--- src/hw/tsa_pkg.sv ---
/*
 * Shared constants of the sub-clock timer / lcd divider / pin unit:
 * register byte offsets, field positions, reset values, length masks.
 * Assumes a 32-bit APB master and word-aligned register accesses.
 */
package tsa_pkg;
   // register byte offsets
   localparam logic [7:0] TSA_OFS_SC_CTRL  = 8'h00;
   localparam logic [7:0] TSA_OFS_PIN_CTRL = 8'h04;
   localparam logic [7:0] TSA_OFS_PWM_CTRL = 8'h08;
   localparam logic [7:0] TSA_OFS_T1_CTRL  = 8'h0C;
   localparam logic [7:0] TSA_OFS_T3_CTRL  = 8'h10;
   localparam logic [7:0] TSA_OFS_EI0_CTRL = 8'h14;
   localparam logic [7:0] TSA_OFS_EI1_CTRL = 8'h18;
   localparam logic [7:0] TSA_OFS_LC_LOAD  = 8'h1C;
   localparam logic [7:0] TSA_OFS_FLAGS    = 8'h20;
   localparam logic [7:0] TSA_OFS_SC_COUNT = 8'h24;
   localparam logic [7:0] TSA_OFS_STATUS   = 8'h28;
   // field positions
   localparam int TSA_SC_RUN     = 2;
   localparam int TSA_PIN_A_OUT  = 0;
   localparam int TSA_LC_SRC     = 2;
   localparam int TSA_LC_RUN     = 3;
   localparam int TSA_PWM_PIN_B  = 3;
   localparam int TSA_T_RUN      = 2;
   localparam int TSA_T_ASTOP    = 3;
   localparam int TSA_EI_SYNC    = 0;
   localparam int TSA_EI_RISE    = 1;
   localparam int TSA_FLAG_SC    = 4;
   localparam int TSA_SC_LC_BIT  = 4;
   localparam int TSA_ST_PDOWN   = 0;
   // timer count-source codes in bits 1:0 of first/third control
   localparam logic [1:0] TSA_SRC_INSTR = 2'h0;
   localparam logic [1:0] TSA_SRC_PRESC = 2'h1;
   localparam logic [1:0] TSA_SRC_SUBCK = 2'h2;
   localparam logic [1:0] TSA_SRC_PIN   = 2'h3;
   // sub-clock length codes: underflow every 2^8, 2^12, 2^14, 2^16 pulses
   localparam logic [15:0] TSA_SC_MASK0 = 16'h00FF;
   localparam logic [15:0] TSA_SC_MASK1 = 16'h0FFF;
   localparam logic [15:0] TSA_SC_MASK2 = 16'h3FFF;
   localparam logic [15:0] TSA_SC_MASK3 = 16'hFFFF;
   // reset values
   localparam logic [15:0] TSA_SC_PRESET = 16'hFFFF;
   localparam logic [3:0]  TSA_CTRL_RST  = 4'h0;
   localparam logic [3:0]  TSA_LC_RST    = 4'h0;
   localparam logic [4:0]  TSA_FLAG_RST  = 5'h00;
endpackage : tsa_pkg

--- src/hw/tsa_timer_unit.sv ---
/*
 * Sub-clock timer, lcd clock divider, counter pins, request flags and
 * count-start synchroniser / auto-stop of the first and third timers.
 * Assumes the 8-bit timers live outside and report one-cycle underflow
 * pulses on mclk; registers are reached over APB with zero wait states.
 */
// Implementation choices: the APB interface to the registers and the placing of the registers.
// Function
// - 16-bit sub-clock down counter, needs length and run
// - sub-clock counts subclock_input pulses only
// - sub-clock completion sets flag, keeps counting
// - sub-clock bit 4 feeds lcd divider
// - clearing run stops and presets all ones
// - sub-clock runs in power-down, underflow wakes
// - lcd divider 4-bit, one write loads both
// - lcd divider needs load, source, run bit
// - lcd divider divides by n+1, auto-reloads
// - lcd clock toggles per divider underflow
// - pin a: first-timer input or halved underflow
// - pwm control bit 3 puts pwm on pin b
// - external pin sources count rising edges
// - pin b as third input: driver off
// - flags set on underflow, cleared by ack/skip
// - sync enable gates counts until trigger edge
// - sync stays set until disabled or auto-stop
// - auto-stop bit 3, only with sync, stops source
module tsa_timer_unit
   import tsa_pkg::*;
(
   // clock and reset
   input  wire logic        mclk,
   input  wire logic        rst_n,
   // apb slave
   input  wire logic        psel,
   input  wire logic        penable,
   input  wire logic        pwrite,
   input  wire logic [7:0]  paddr,
   input  wire logic [31:0] pwdata,
   output logic      [31:0] prdata,
   output logic             pready,
   output logic             pslverr,
   // same-clock timer events
   input  wire logic        presc_pulse,
   input  wire logic [3:0]  timer_uf,
   input  wire logic        second_out_sel,
   input  wire logic [4:0]  int_ack,
   input  wire logic        pwm_in,
   input  wire logic        port_c_latch,
   // asynchronous pins
   input  wire logic        subclock_input,
   input  wire logic        trigger_pin_a,
   input  wire logic        trigger_pin_b,
   input  wire logic        counter_pin_a_i,
   output logic             counter_pin_a_o,
   output logic             counter_pin_a_oe,
   input  wire logic        counter_pin_b_i,
   output logic             counter_pin_b_o,
   output logic             counter_pin_b_oe,
   // results
   output logic             first_count_pulse,
   output logic             third_count_pulse,
   output logic [4:0]       timer_request_flags,
   output logic             lcd_clock,
   output logic             power_down,
   output logic             wake_pulse
);
   typedef struct packed {
      logic [2:0]  sc_ctrl;
      logic [3:0]  pin_ctrl;
      logic [3:0]  pwm_ctrl;
      logic [3:0]  t1_ctrl;
      logic [3:0]  t3_ctrl;
      logic [1:0]  ei0;
      logic [1:0]  ei1;
      logic [15:0] sc_cnt;
      logic [3:0]  lc_cnt;
      logic [3:0]  lc_rel;
      logic        lc_loaded;
      logic        lc_clk;
      logic [4:0]  flags;
      logic [1:0]  sync;
      logic        pa_tog;
      logic        pdown;
      logic        wake;
      logic [4:0]  prev;
      logic        sc_b4_prev;
      logic        t1_cnt;
      logic        t3_cnt;
      logic        pb_o;
      logic [31:0] rdata;
      logic        rerr;
   } tsa_state_t;

   tsa_state_t s_q;
   tsa_state_t s_d;

   logic [4:0]  pins_s;
   logic [4:0]  rise;
   logic [4:0]  fall;
   logic        sc_pulse;
   logic        sc_uf;
   logic [15:0] sc_mask;
   logic        lc_pulse;
   logic        lc_uf;
   logic        trig_a_edge;
   logic        trig_b_edge;
   logic        setup;
   logic        wr;
   logic        hit;
   logic [31:0] rmux;
   logic        t1_src;
   logic        t3_src;
   logic [4:0]  uf_all;

   ////////////////////////////////////////////////////////////////////
   // pin synchronisers: 0 sub-clock, 1/2 triggers, 3/4 counter pins

   tsa_sync2 #(.W(5)) u_sync (
      .mclk    (mclk),
      .rst_n   (rst_n),
      .async_i ({counter_pin_b_i, counter_pin_a_i, trigger_pin_b,
                 trigger_pin_a, subclock_input}),
      .sync_o  (pins_s)
   );

   assign rise = pins_s & ~s_q.prev;
   assign fall = ~pins_s & s_q.prev;

   ////////////////////////////////////////////////////////////////////
   // combinational helpers

   always_comb begin
      unique case (s_q.sc_ctrl[1:0])
         2'h0: sc_mask = TSA_SC_MASK0;
         2'h1: sc_mask = TSA_SC_MASK1;
         2'h2: sc_mask = TSA_SC_MASK2;
         2'h3: sc_mask = TSA_SC_MASK3;
      endcase
   end

   // only sub-clock edges advance this counter
   assign sc_pulse = rise[0] & s_q.sc_ctrl[TSA_SC_RUN];
   assign sc_uf    = sc_pulse & ((s_q.sc_cnt & sc_mask) == 16'h0000);

   // falling edge of bit 4 of the down counter is one source period
   assign lc_pulse = s_q.pin_ctrl[TSA_LC_RUN] & s_q.lc_loaded
      & (s_q.pin_ctrl[TSA_LC_SRC] ? presc_pulse
         : (s_q.sc_b4_prev & ~s_q.sc_cnt[TSA_SC_LC_BIT]));
   assign lc_uf    = lc_pulse & (s_q.lc_cnt == 4'h0);

   // interrupt-style edge judgement on the trigger pins
   assign trig_a_edge = s_q.ei0[TSA_EI_RISE] ? rise[1] : fall[1];
   assign trig_b_edge = s_q.ei1[TSA_EI_RISE] ? rise[2] : fall[2];

   always_comb begin
      unique case (s_q.t1_ctrl[1:0])
         TSA_SRC_INSTR: t1_src = 1'b1;
         TSA_SRC_PRESC: t1_src = presc_pulse;
         TSA_SRC_SUBCK: t1_src = rise[0];
         TSA_SRC_PIN:   t1_src = rise[3];
      endcase
      unique case (s_q.t3_ctrl[1:0])
         TSA_SRC_INSTR: t3_src = 1'b1;
         TSA_SRC_PRESC: t3_src = presc_pulse;
         TSA_SRC_SUBCK: t3_src = rise[0];
         TSA_SRC_PIN:   t3_src = rise[4];
      endcase
   end

   assign uf_all = {sc_uf, timer_uf};
   assign setup  = psel & ~penable;
   assign wr     = psel & penable & pwrite;
   assign hit    = (paddr <= TSA_OFS_STATUS) && (paddr[1:0] == 2'h0);

   always_comb begin
      rmux = 32'h0000_0000;
      unique case (paddr)
         TSA_OFS_SC_CTRL:  rmux[2:0]  = s_q.sc_ctrl;
         TSA_OFS_PIN_CTRL: rmux[3:0]  = s_q.pin_ctrl;
         TSA_OFS_PWM_CTRL: rmux[3:0]  = s_q.pwm_ctrl;
         TSA_OFS_T1_CTRL:  rmux[3:0]  = s_q.t1_ctrl;
         TSA_OFS_T3_CTRL:  rmux[3:0]  = s_q.t3_ctrl;
         TSA_OFS_EI0_CTRL: rmux[1:0]  = s_q.ei0;
         TSA_OFS_EI1_CTRL: rmux[1:0]  = s_q.ei1;
         TSA_OFS_FLAGS:    rmux[4:0]  = s_q.flags;
         TSA_OFS_SC_COUNT: rmux[15:0] = s_q.sc_cnt;
         TSA_OFS_STATUS:   rmux[3:0]  = {s_q.sync, s_q.lc_clk, s_q.pdown};
         default:          rmux       = 32'h0000_0000;
      endcase
   end

   ////////////////////////////////////////////////////////////////////
   // next state

   always_comb begin
      s_d            = s_q;
      s_d.prev       = pins_s;
      s_d.sc_b4_prev = s_q.sc_cnt[TSA_SC_LC_BIT];
      s_d.wake       = 1'b0;

      // apb: read data captured in setup, so access phase never waits
      if (setup) begin
         s_d.rdata = rmux;
         s_d.rerr  = ~hit;
      end
      if (wr && hit) begin
         unique case (paddr)
            TSA_OFS_SC_CTRL:  s_d.sc_ctrl  = pwdata[2:0];
            TSA_OFS_PIN_CTRL: s_d.pin_ctrl = pwdata[3:0];
            TSA_OFS_PWM_CTRL: s_d.pwm_ctrl = pwdata[3:0];
            TSA_OFS_T1_CTRL:  s_d.t1_ctrl  = pwdata[3:0];
            TSA_OFS_T3_CTRL:  s_d.t3_ctrl  = pwdata[3:0];
            TSA_OFS_EI0_CTRL: s_d.ei0      = pwdata[1:0];
            TSA_OFS_EI1_CTRL: s_d.ei1      = pwdata[1:0];
            TSA_OFS_STATUS:   s_d.pdown    = pwdata[TSA_ST_PDOWN];
            default:          s_d.rerr     = s_q.rerr;
         endcase
      end

      // sub-clock timer
      if (!s_q.sc_ctrl[TSA_SC_RUN]) begin
         s_d.sc_cnt = TSA_SC_PRESET;
      end else if (sc_pulse) begin
         s_d.sc_cnt = s_q.sc_cnt - 16'h0001;
      end
      // no gating by power-down; an underflow there wakes
      if (s_q.pdown && sc_uf) begin
         s_d.pdown = 1'b0;
         s_d.wake  = 1'b1;
      end

      // lcd divider: write loads counter and reload together
      if (lc_uf) begin
         s_d.lc_cnt = s_q.lc_rel;
         s_d.lc_clk = ~s_q.lc_clk;
      end else if (lc_pulse) begin
         s_d.lc_cnt = s_q.lc_cnt - 4'h1;
      end
      if (wr && paddr == TSA_OFS_LC_LOAD) begin
         s_d.lc_cnt    = pwdata[3:0];
         s_d.lc_rel    = pwdata[3:0];
         s_d.lc_loaded = 1'b1;
      end

      // halved first/second underflow for pin a
      if (second_out_sel ? timer_uf[1] : timer_uf[0]) begin
         s_d.pa_tog = ~s_q.pa_tog;
      end

      // request flags: skip-write or ack clears, a new underflow wins
      if (wr && paddr == TSA_OFS_FLAGS) begin
         s_d.flags = s_d.flags & ~pwdata[4:0];
      end
      s_d.flags = (s_d.flags & ~int_ack) | uf_all;

      // start synchronisers; trigger edge beats auto-stop
      if (s_q.t1_ctrl[TSA_T_ASTOP] && timer_uf[0]) begin
         s_d.sync[0] = 1'b0;
      end
      if (s_q.t3_ctrl[TSA_T_ASTOP] && timer_uf[2]) begin
         s_d.sync[1] = 1'b0;
      end
      if (trig_a_edge) begin
         s_d.sync[0] = 1'b1;
      end
      if (trig_b_edge) begin
         s_d.sync[1] = 1'b1;
      end
      if (!s_q.ei0[TSA_EI_SYNC]) begin
         s_d.sync[0] = 1'b0;
      end
      if (!s_q.ei1[TSA_EI_SYNC]) begin
         s_d.sync[1] = 1'b0;
      end

      // count gating: synchroniser holds the source off
      s_d.t1_cnt = s_q.t1_ctrl[TSA_T_RUN] & t1_src
         & (~s_q.ei0[TSA_EI_SYNC] | s_q.sync[0]);
      s_d.t3_cnt = s_q.t3_ctrl[TSA_T_RUN] & t3_src
         & (~s_q.ei1[TSA_EI_SYNC] | s_q.sync[1]);
      // registered pin b data; port c latch must be 0 for pwm
      s_d.pb_o = s_q.pwm_ctrl[TSA_PWM_PIN_B] ? pwm_in
         : port_c_latch;
   end

   always_ff @(posedge mclk) begin
      if (!rst_n) begin
         s_q         <= '0;
         s_q.sc_cnt  <= TSA_SC_PRESET;
         s_q.lc_cnt  <= TSA_LC_RST;
         s_q.lc_rel  <= TSA_LC_RST;
         s_q.t1_ctrl <= TSA_CTRL_RST;
         s_q.flags   <= TSA_FLAG_RST;
      end else begin
         s_q <= s_d;
      end
   end

   ////////////////////////////////////////////////////////////////////
   // outputs

   assign prdata              = s_q.rdata;
   assign pready              = 1'b1;
   assign pslverr             = psel & penable & s_q.rerr;
   assign first_count_pulse   = s_q.t1_cnt;
   assign third_count_pulse   = s_q.t3_cnt;
   assign timer_request_flags = s_q.flags;
   assign lcd_clock           = s_q.lc_clk;
   assign power_down          = s_q.pdown;
   assign wake_pulse          = s_q.wake;
   assign counter_pin_a_o     = s_q.pa_tog;
   assign counter_pin_a_oe    = s_q.pin_ctrl[TSA_PIN_A_OUT];
   assign counter_pin_b_o     = s_q.pb_o;
   assign counter_pin_b_oe    = s_q.t3_ctrl[1:0] != TSA_SRC_PIN;

   ////////////////////////////////////////////////////////////////////
   // assertions

   a_sc_stop_preset: assert property (@(posedge mclk)
      disable iff (!rst_n) !s_q.sc_ctrl[TSA_SC_RUN]
         |=> s_q.sc_cnt == TSA_SC_PRESET)
      else $error("sub-clock not preset while stopped");
   a_sc_uf_flag: assert property (@(posedge mclk)
      disable iff (!rst_n) sc_uf |=> s_q.flags[TSA_FLAG_SC])
      else $error("sub-clock underflow did not set flag");
   a_sc_src_only: assert property (@(posedge mclk)
      disable iff (!rst_n) (s_q.sc_ctrl[TSA_SC_RUN] && !rise[0] && !wr)
         |=> $stable(s_q.sc_cnt))
      else $error("sub-clock moved without a sub-clock edge");
   a_sc_wake: assert property (@(posedge mclk)
      disable iff (!rst_n) (s_q.pdown && sc_uf)
         |=> (wake_pulse && !power_down))
      else $error("underflow in power-down did not wake");
   a_lc_reload: assert property (@(posedge mclk)
      disable iff (!rst_n) (lc_uf && !wr)
         |=> (s_q.lc_cnt == $past(s_q.lc_rel))
         && (s_q.lc_clk != $past(s_q.lc_clk)))
      else $error("lcd divider underflow missed reload or toggle");
   a_lc_unloaded: assert property (@(posedge mclk)
      disable iff (!rst_n) !s_q.lc_loaded |=> $stable(s_q.lc_clk))
      else $error("lcd clock moved before a load");
   a_pinb_hiz: assert property (@(posedge mclk)
      disable iff (!rst_n) s_q.t3_ctrl[1:0] == TSA_SRC_PIN
         |-> !counter_pin_b_oe)
      else $error("pin b driven while used as input");
   a_pinb_pwm: assert property (@(posedge mclk)
      disable iff (!rst_n) s_q.pwm_ctrl[TSA_PWM_PIN_B]
         |=> counter_pin_b_o == $past(pwm_in))
      else $error("pin b not carrying pwm");
   a_flag_set: assert property (@(posedge mclk)
      disable iff (!rst_n) timer_uf[0] |=> timer_request_flags[0])
      else $error("first timer underflow lost");
   a_sync_gate: assert property (@(posedge mclk)
      disable iff (!rst_n) (s_q.ei0[TSA_EI_SYNC] && !s_q.sync[0])
         |=> !first_count_pulse)
      else $error("count pulse passed before trigger");
   a_auto_stop: assert property (@(posedge mclk)
      disable iff (!rst_n) timer_uf[0] && s_q.t1_ctrl[TSA_T_ASTOP]
         && !trig_a_edge |=> !s_q.sync[0])
      else $error("auto-stop did not clear synchroniser");
endmodule // tsa_timer_unit

--- src/hw/tsa_sync2.sv ---
/*
 * Two-flop synchroniser for a bundle of asynchronous pin levels.
 * Assumes each bit is an independent level; no bus coherence implied.
 */
module tsa_sync2 #(
   parameter int W = 5
) (
   // clock and reset
   input  wire logic         mclk,
   input  wire logic         rst_n,
   // levels
   input  wire logic [W-1:0] async_i,
   output logic      [W-1:0] sync_o
);
   typedef struct packed {
      logic [W-1:0] ff1;
      logic [W-1:0] ff2;
   } tsa_sync_state_t;

   tsa_sync_state_t s_q;
   tsa_sync_state_t s_d;

   always_comb begin
      s_d     = s_q;
      s_d.ff1 = async_i;
      s_d.ff2 = s_q.ff1;
   end

   always_ff @(posedge mclk) begin
      if (!rst_n) begin
         s_q <= '0;
      end else begin
         s_q <= s_d;
      end
   end

   assign sync_o = s_q.ff2;
endmodule // tsa_sync2

--- config.mk ---
export PLATFORM = sky130hd
export DESIGN_NAME = tsa_timer_unit
export DESIGN_NICKNAME = d
export VERILOG_FILES = /design/src/hw/tsa_pkg.sv /design/src/hw/tsa_timer_unit.sv /design/src/hw/tsa_sync2.sv
export SDC_FILE = /design/constraint.sdc
export NUM_CORES = 1
export LEC_CHECK = 0
export ABC_AREA = 1
export ABC_CLOCK_PERIOD_IN_PS = 2100
export BUFFER_PORTS_ARGS = -buffer_cell sky130_fd_sc_hd__buf_2
export CORE_MARGIN = 8
export CORE_UTILIZATION = 25
export DETAILED_ROUTE_END_ITERATION = 7
export PLACE_DENSITY_LB_ADDON = 0.08
export SYNTH_ARGS = -nofsm -noshare
export SYNTH_HDL_FRONTEND = slang
export SYNTH_SLANG_ARGS = --single-unit
--- constraint.sdc ---
create_clock -name mclk -period 2.1 [get_ports mclk]
set_input_delay 0.105 -clock mclk [delete_from_list [all_inputs] [get_ports mclk]]
set_output_delay 0.105 -clock mclk [all_outputs]
set_load 0.005 [all_outputs]
==> results by group, run 1 <==
Pwr
  • Flop pwr share: 46.4%
  • Combinational fraction of design power: 6.1%
  • Clock power frac: 47.5%
  • VDD IR max: 0.000397 V
  • LEAKAGE: 2.52 nW
  • Switching part of the total power: 23.8%
  • Sw power: 951 µW
  • Internal power: 3.04 mW
  • PD cells: 725 mW/mm²

Drt
  • DRC: 0
  • 1st-pass router iterations: 5
  • DR vias/cell: 4.41
  • WL/cell: 15.0 µm
  • Antenna viol nets, final: 0
  • Starting DRC count in detailed routing: 344
  • Final WL: 14.5 mm
  • Vias: 4,271

Finish
  • Area of the multi-input gates: 0.00214 mm²
  • Post-layout net count: 796
  • Reg area: 0.00190 mm²
  • Area Growth Syn to Fin: 16.7%
  • Post-route cell area: 0.00551 mm²
  • Antenna diode instance count: 0
  • Share of layout cells above drive strength 1: 15.8%
  • Finished Layout Cells: 968
  • Fill count: 2,035

Floorplanning
  • # IOs: 111
  • Die X: 153 µm
  • Core area: 0.0186 mm²
  • Rows: 50
  • Initial Util: 25.3%
  • Die Ht: 153 µm
  • Die area: 0.0236 mm²

Synthesis
  • Synth top area cells: dfxtp_1, nand2_1, nand3_1
  • Post-synth cell types: 38
  • Most used flip-flop cell after synthesis: dfxtp_1
  • Post-synth ARST share: 0%
  • Synth top cells by count: nand2_1, dfxtp_1, inv_1, nand3_1, a21oi_1
  • Average cell area after synthesis: 6.97 µm²
  • Netlist Area Pre-Place: 0.00472 mm²
  • Largest family of logic cells by synthesized area: simple AND/OR/NAND/NOR gates
  • Simple-Gate Fraction of Synth Area: 29.2%
  • Gate Count Post-Synth: 678
  • Post-synthesis xor/xnor area fraction: 0.742%
  • Post-synth top area share: 40.3%
  • Complex-gate fraction of the synthesized area: 12.9%
  • Sequential area share after synthesis: 40.3%
  • Most frequent cell after synthesis: nand2_1
  • Largest area contributor in the netlist: dfxtp_1
  • YS warnings: 0
  • Multiplexer share of the synthesized area: 0%
  • Yosys reg bits: 95
  • Post-synthesis adder-cell area fraction: 1.06%
  • Number of synthesized flops with an enable pin: 0

Global route
  • Number of global-route vias before repair: 4,104
  • Gr ovfl total: 0
  • Total GRT Usage: 12.6%
  • First-pass GRT wire length: 23.2 mm
  • Initial antenna violation count: 0
  • Largest net degree at the start of global routing: 43

Flow run
  • Number of max-cap violations: 0

Place
  • Dpl cell area: 0.00510 mm²
  • Post-DP HPWL: 10.9 mm
  • I/O Buffers: 66
  • # placed instances: 945
  • Placer congestion estimate: 0.800
  • Setup WS pre-CTS: 0.348 ns

Hold path
  • Type of the worst min-delay path: input pin to flip-flop
  • Worst hold path depth: 3
  • Hold Path End: counter_pin_b_o$_SDFF_PN0_
  • Hold_sp: port_c_latch

Clock tree
  • Clk buf depth: 2
  • Total CTS buffers: 9
  • Post-CTS Resized: 0
  • Clk Latency, worst-skew pair: 0.36 ns
  • CTS sink count: 95
  • Setup bufs post-CTS: 0
  • Hold buffers post-CTS: 7
  • Reg clk slew, reported paths: 0.07 ns
  • CTS tree: yes
  • Clock root buffer: clkbuf_16
  • H-Tree Depth: 3

Timing
  • Skew final: 0.0101 ns
  • Final-report max-slew violation count: 0
  • Relative slew slack: 61.4%
  • Worst-Margin Slew: 0.564 ns
  • Final WS setup: 0.352 ns
  • Final setup vio count: 0
  • Hold Vio Cnt, Final: 0
  • Final period demand of the worst path: 1.75 ns
  • Maximum clock rate: 572 MHz
  • Period utilization: 83.2%
  • Setup TNS: 0 ns
  • RSZ-0062 raised after global routing: false

Setup path
  • Critical Path RT: 2.34 ns
  • Worst Path Max Fanout: 7
  • Crit path largest cell delay: 0.43 ns
  • CP startpoint kind: flip-flop
  • CP max-delay cell: dfxtp_1
  • Reg-to-Reg Start: s_q[100]$_SDFFE_PN0P_
  • Cells on worst reg2reg path: 9
  • Crit path kind: flip-flop to flip-flop
  • Reg-to-Reg End: s_q[71]$_SDFFE_PN1P_
  • Worst reg-to-reg setup slack: 0.35 ns
  • Critical Path AT: 1.98 ns
  • Crit. End Element: flip-flop
  • Cell Chain, Critical Path: nand3_2, inv_1, nand2_1, nor2_1, nand2_1, nor2_1, inv_1, o21ai_0, nand3_1

Status
  • Status: finished clean
-- sequential cells by signal (all words and copies together), names as in the netlist --
name,flops
counter_pin_a_o,1
counter_pin_a_oe,1
counter_pin_b_o,1
first_count_pulse,1
lcd_clock,1
power_down,1
prdata,16
s_d,1
s_q,55
third_count_pulse,1
timer_request_flags,5
u_sync.s_d,5
u_sync.sync_o,5
wake_pulse,1
-- cell type report --
| type | count | share of cell area, % |
|---|---|---|
| Multi-Input combinational cell | 446 | 38.8 |
| Sequential cell | 95 | 34.5 |
| Timing Repair Buffer | 83 | 8.85 |
| Inverter | 94 | 6.40 |
| Tap cell | 234 | 5.31 |
| Clock buffer | 11 | 4.59 |
| Clock inverter | 5 | 1.57 |
-- worst max-delay path by stage --
stage	start	to	slack, ns	cells past startpoint
6_report	s_q[100]$_SDFFE_PN0P_	s_q[71]$_SDFFE_PN1P_	0.35	9
3_5_place_dp	s_d[36]$_SDFFE_PN1P_	wake_pulse$_SDFF_PN0_	0.35	7
4_1_cts	s_d[36]$_SDFFE_PN1P_	wake_pulse$_SDFF_PN0_	0.35	7
2_1_floorplan	s_q[62]$_SDFFE_PN1P_	s_q[76]$_SDFFE_PN1P_	0.64	9
5_1_grt	s_q[100]$_SDFFE_PN0P_	s_q[71]$_SDFFE_PN1P_	0.07	9
3_3_place_gp	s_q[100]$_SDFFE_PN0P_	s_q[71]$_SDFFE_PN1P_	0.37	9
-- stage by stage --
| step | hold WS, ns | util [%] | power, mW |
|---|---|---|---|
| after floorplan | 0.203 | - | 2.06 |
| after global placement | 0.289 | 27.4 | 2.13 |
| after detailed placement | 0.291 | 27.4 | 2.13 |
| after CTS | 0.00484 | 29.6 | 4.08 |
| after global routing | 0.0229 | 29.6 | 4.19 |
| final | 0.0183 | 29.6 | 4.00 |
-- routing by layer --
metal  vias to the layer above  global-route usage [%]  share of wire (%)
met5                         -                       0                  0
met4                         0                    4.06                1.2
met3                        13                    2.93                5.1
met2                        98                    17.9                 41
met1                      1949                    18.2                 53
li1                       2211                       -                  -
-- power by group through the flow --
stage	clock network [mW]	registers, mW	logic [mW]
after floorplan	0	1.89	0.170
after global placement	0	1.89	0.234
after detailed placement	0	1.90	0.235
after CTS	1.98	1.85	0.246
after global routing	2.06	1.86	0.271
final	1.90	1.85	0.243
-- critical path, delay by kind of cell, from the launching register on --
family	cells	cell delay [ns]
AO/OA/AOI/OAI	1	0.16
buffers and inverters	2	0.27
flip-flops	1	0.43
AND/OR/NAND/NOR	6	0.78
-- logic make-up (layout without fill, tap and decap cells) --
family                   Yosys count  in the layout
AO/OA/AOI/OAI                    113            113
XOR/XNOR                           4              4
adder cells (fa/ha/maj)            4              4
buffers and inverters            152            193
flip-flops                        95             95
other                              2             17
AND/OR/NAND/NOR                  308            308
-- placed cells by master (no fill, tap or decap), drive strengths merged --
| cell type | instances |
|---|---|
| nand3b | 2 |
| dlygate4sd3 | 7 |
| nor3 | 3 |
| nor3b | 1 |
| a21oi | 58 |
| o221ai | 2 |
| a21boi | 1 |
| xnor2 | 3 |
| inv | 95 |
| a2111oi | 1 |
| nor2 | 62 |
| dfxtp | 95 |
| clkinv | 2 |
| a22oi | 1 |
| clkbuf | 11 |
| a31oi | 3 |
| nand4 | 9 |
| bufinv | 2 |
| a211oi | 1 |
| o22ai | 1 |
| o21ai | 39 |
| o21a | 1 |
| o211ai | 5 |
| xor2 | 1 |
| ha | 4 |
| buf | 76 |
| nand2 | 160 |
| nand3 | 71 |
| conb | 17 |
Note: power is estimated with default switching activity, not from simulation.
==> inputs of run 2 (changes only) <==
--- a/config.mk
+++ b/config.mk
@@ -6,7 +6,7 @@
 export NUM_CORES = 1
 export LEC_CHECK = 0
 export ABC_AREA = 1
-export ABC_CLOCK_PERIOD_IN_PS = 2100
+export ABC_CLOCK_PERIOD_IN_PS = 1800
 export BUFFER_PORTS_ARGS = -buffer_cell sky130_fd_sc_hd__buf_2
 export CORE_MARGIN = 8
 export CORE_UTILIZATION = 25
==> constraint.sdc (replaced) <==
create_clock -name mclk -period 1.8 [get_ports mclk]
set_input_delay 0.09 -clock mclk [delete_from_list [all_inputs] [get_ports mclk]]
set_output_delay 0.09 -clock mclk [all_outputs]
set_load 0.005 [all_outputs]
==> run 2 against run 1 <==
  * First-iteration DRC count down 29%
  * Critical endpoint is now s_q[76]$_SDFFE_PN1P_
  * Power up 9.4%
  * Worst setup slack worse by 0.14 ns
  * Sequential power up 17%
  * Largest power group is now registers
  * Wire length up 1.0%
==> results by group, run 2 (same netlist as run 1, synthesis figures left out) <==
Drt
  • Starting DRC count in detailed routing: 244
  • DR vias/cell: 4.36
  • Antenna viol nets, final: 0
  • DRC: 0
  • 1st-pass router iterations: 4
  • WL/cell: 14.9 µm
  • Final WL: 14.7 mm
  • Vias: 4,283

Setup path
  • Crit path largest cell delay: 0.34 ns
  • Cell Chain, Critical Path: inv_1, ha_1, inv_1, nor3b_2, nand2_1, nor2_2, nand2_1, a21oi_1, o21ai_1
  • Critical Path AT: 1.83 ns
  • CP startpoint kind: flip-flop
  • Worst reg-to-reg setup slack: 0.22 ns
  • CP max-delay cell: dfxtp_1
  • Critical path buffers and inverters: 2
  • Worst Path Max Fanout: 4
  • Critical Path Start: s_q[62]$_SDFFE_PN1P_
  • Reg-to-Reg Start: s_q[62]$_SDFFE_PN1P_
  • CP delay by family, top: simple AND/OR/NAND/NOR gates
  • Crit path kind: flip-flop to flip-flop
  • Crit. End Element: flip-flop
  • Critical Path RT: 2.05 ns
  • Cells on worst reg2reg path: 9
  • Reg-to-Reg End: s_q[76]$_SDFFE_PN1P_

Timing
  • Final period demand of the worst path: 1.58 ns
  • Maximum clock rate: 631 MHz
  • Final setup vio count: 0
  • RSZ-0062 raised after global routing: false
  • Skew final: 0.0127 ns
  • Setup TNS: 0 ns
  • Final-report max-slew violation count: 0
  • Relative slew slack: 63.3%
  • Hold Vio Cnt, Final: 0
  • Worst-Margin Slew: 0.537 ns
  • Period utilization: 88.0%

Flow run
  • Number of max-cap violations: 0

Floorplanning
  • Rows: 50
  • Die Ht: 153 µm
  • Die X: 153 µm
  • Core area: 0.0186 mm²
  • # IOs: 111
  • Die area: 0.0236 mm²
  • Initial Util: 25.3%

Global route
  • Initial antenna violation count: 0
  • Total GRT Usage: 12.5%
  • Gr ovfl total: 0
  • Largest net degree at the start of global routing: 33
  • First-pass GRT wire length: 23.2 mm
  • Number of global-route vias before repair: 4,160

Finish
  • Area Growth Syn to Fin: 18.6%
  • Post-layout net count: 811
  • Final core utilization: 30.1%
  • Register bank with the most flops: s_q
  • Most frequent cells in the layout: nand2_1, dfxtp_1, inv_1, nand3_1, buf_2
  • Fill count: 2,060
  • Commonest non-fill, non-tap cell in the layout: nand2_1
  • Antenna diode instance count: 0
  • Share of layout cells above drive strength 1: 17.5%
  • Number of flip-flops under the largest register name: 55

Place
  • Post-DP HPWL: 11.1 mm
  • Placer congestion estimate: 0.854
  • I/O Buffers: 66

Clock tree
  • Clk buf depth: 2
  • Clock root buffer: clkbuf_16
  • CTS sink count: 95
  • Reg clk slew, reported paths: 0.07 ns
  • Clk Latency, worst-skew pair: 0.36 ns
  • Total CTS buffers: 9
  • CTS tree: yes
  • H-Tree Depth: 3
  • Setup bufs post-CTS: 0

Hold path
  • Hold Path End: timer_request_flags[4]$_SDFF_PN0_
  • Type of the worst min-delay path: input pin to flip-flop
  • Hold_sp: int_ack[4]
  • Worst hold path depth: 4

Status
  • Status: finished clean

Pwr
  • VDD IR max: 0.000430 V
  • Overall power: 4.37 mW
  • PD cells: 780 mW/mm²
  • LEAKAGE: 2.57 nW
-- run 2: how the worst max path moves through the flow --
stage	endpoint	slack [ns]	depth (start not counted)
detailed placement	s_q[73]$_SDFFE_PN1P_	0.17	9
CTS	s_q[73]$_SDFFE_PN1P_	0.15	9
floorplan	s_q[76]$_SDFFE_PN1P_	0.34	9
finish	s_q[76]$_SDFFE_PN1P_	0.22	9
global placement	s_q[73]$_SDFFE_PN1P_	0.16	9
global route	power_down$_SDFFE_PP0P_	0.01	8
-- run 2: tightest hold or removal path, cell delays in order --
cell and delay, ns:
buf_2 0.08, nor2_1 0.03, o21ai_0 0.07, a21oi_1 0.06
-- run 2: cell type report --
cell class,count,area (µm²),area share [%]
multi-input cells,446,2150,38.5
flip-flops and latches,95,1900,34.0
repair buffers,98,611,10.9
inverters,94,353,6.30
well taps,234,293,5.23
clock buffers,10,239,4.27
clock inverters,6,50.0,0.893
-- run 2: stage by stage --
stage          setup WS, ns  std cells  area (µm²)  hold WS [ns]
5_1_grt             0.00959        983        5600        0.0350
3_3_place_gp          0.156        956        5180         0.275
4_1_cts               0.152        983        5580       0.00418
3_5_place_dp          0.169        956        5180         0.277
6_report              0.215        983        5600        0.0233
2_1_floorplan         0.342        693        4780         0.188
-- run 2: timing repair --
item,4_1_cts,5_1_grt
gates resized for setup,0,5
endpoints found under the hold margin,10,0
hold buffers,11,0
setup endpoints to repair,0,8
-- run 2: metal layers --
metal  global-route usage (%)  vias up  routed length, µm
met2                     18.6       98               6080
met4                     4.29        0                194
met3                     2.88       13                838
met5                        0        -                  0
met1                     17.4     1918               7580
li1                         -     2254                  -
-- run 2: power breakdown --
group	internal (mW)	total [mW]	switching [mW]	leakage [nW]
Combinational	0.110	0.297	0.187	1.65
Clock	0.996	1.91	0.915	0.141
Sequential	2.14	2.16	0.0194	0.773
Total	3.25	4.37	1.12	2.57
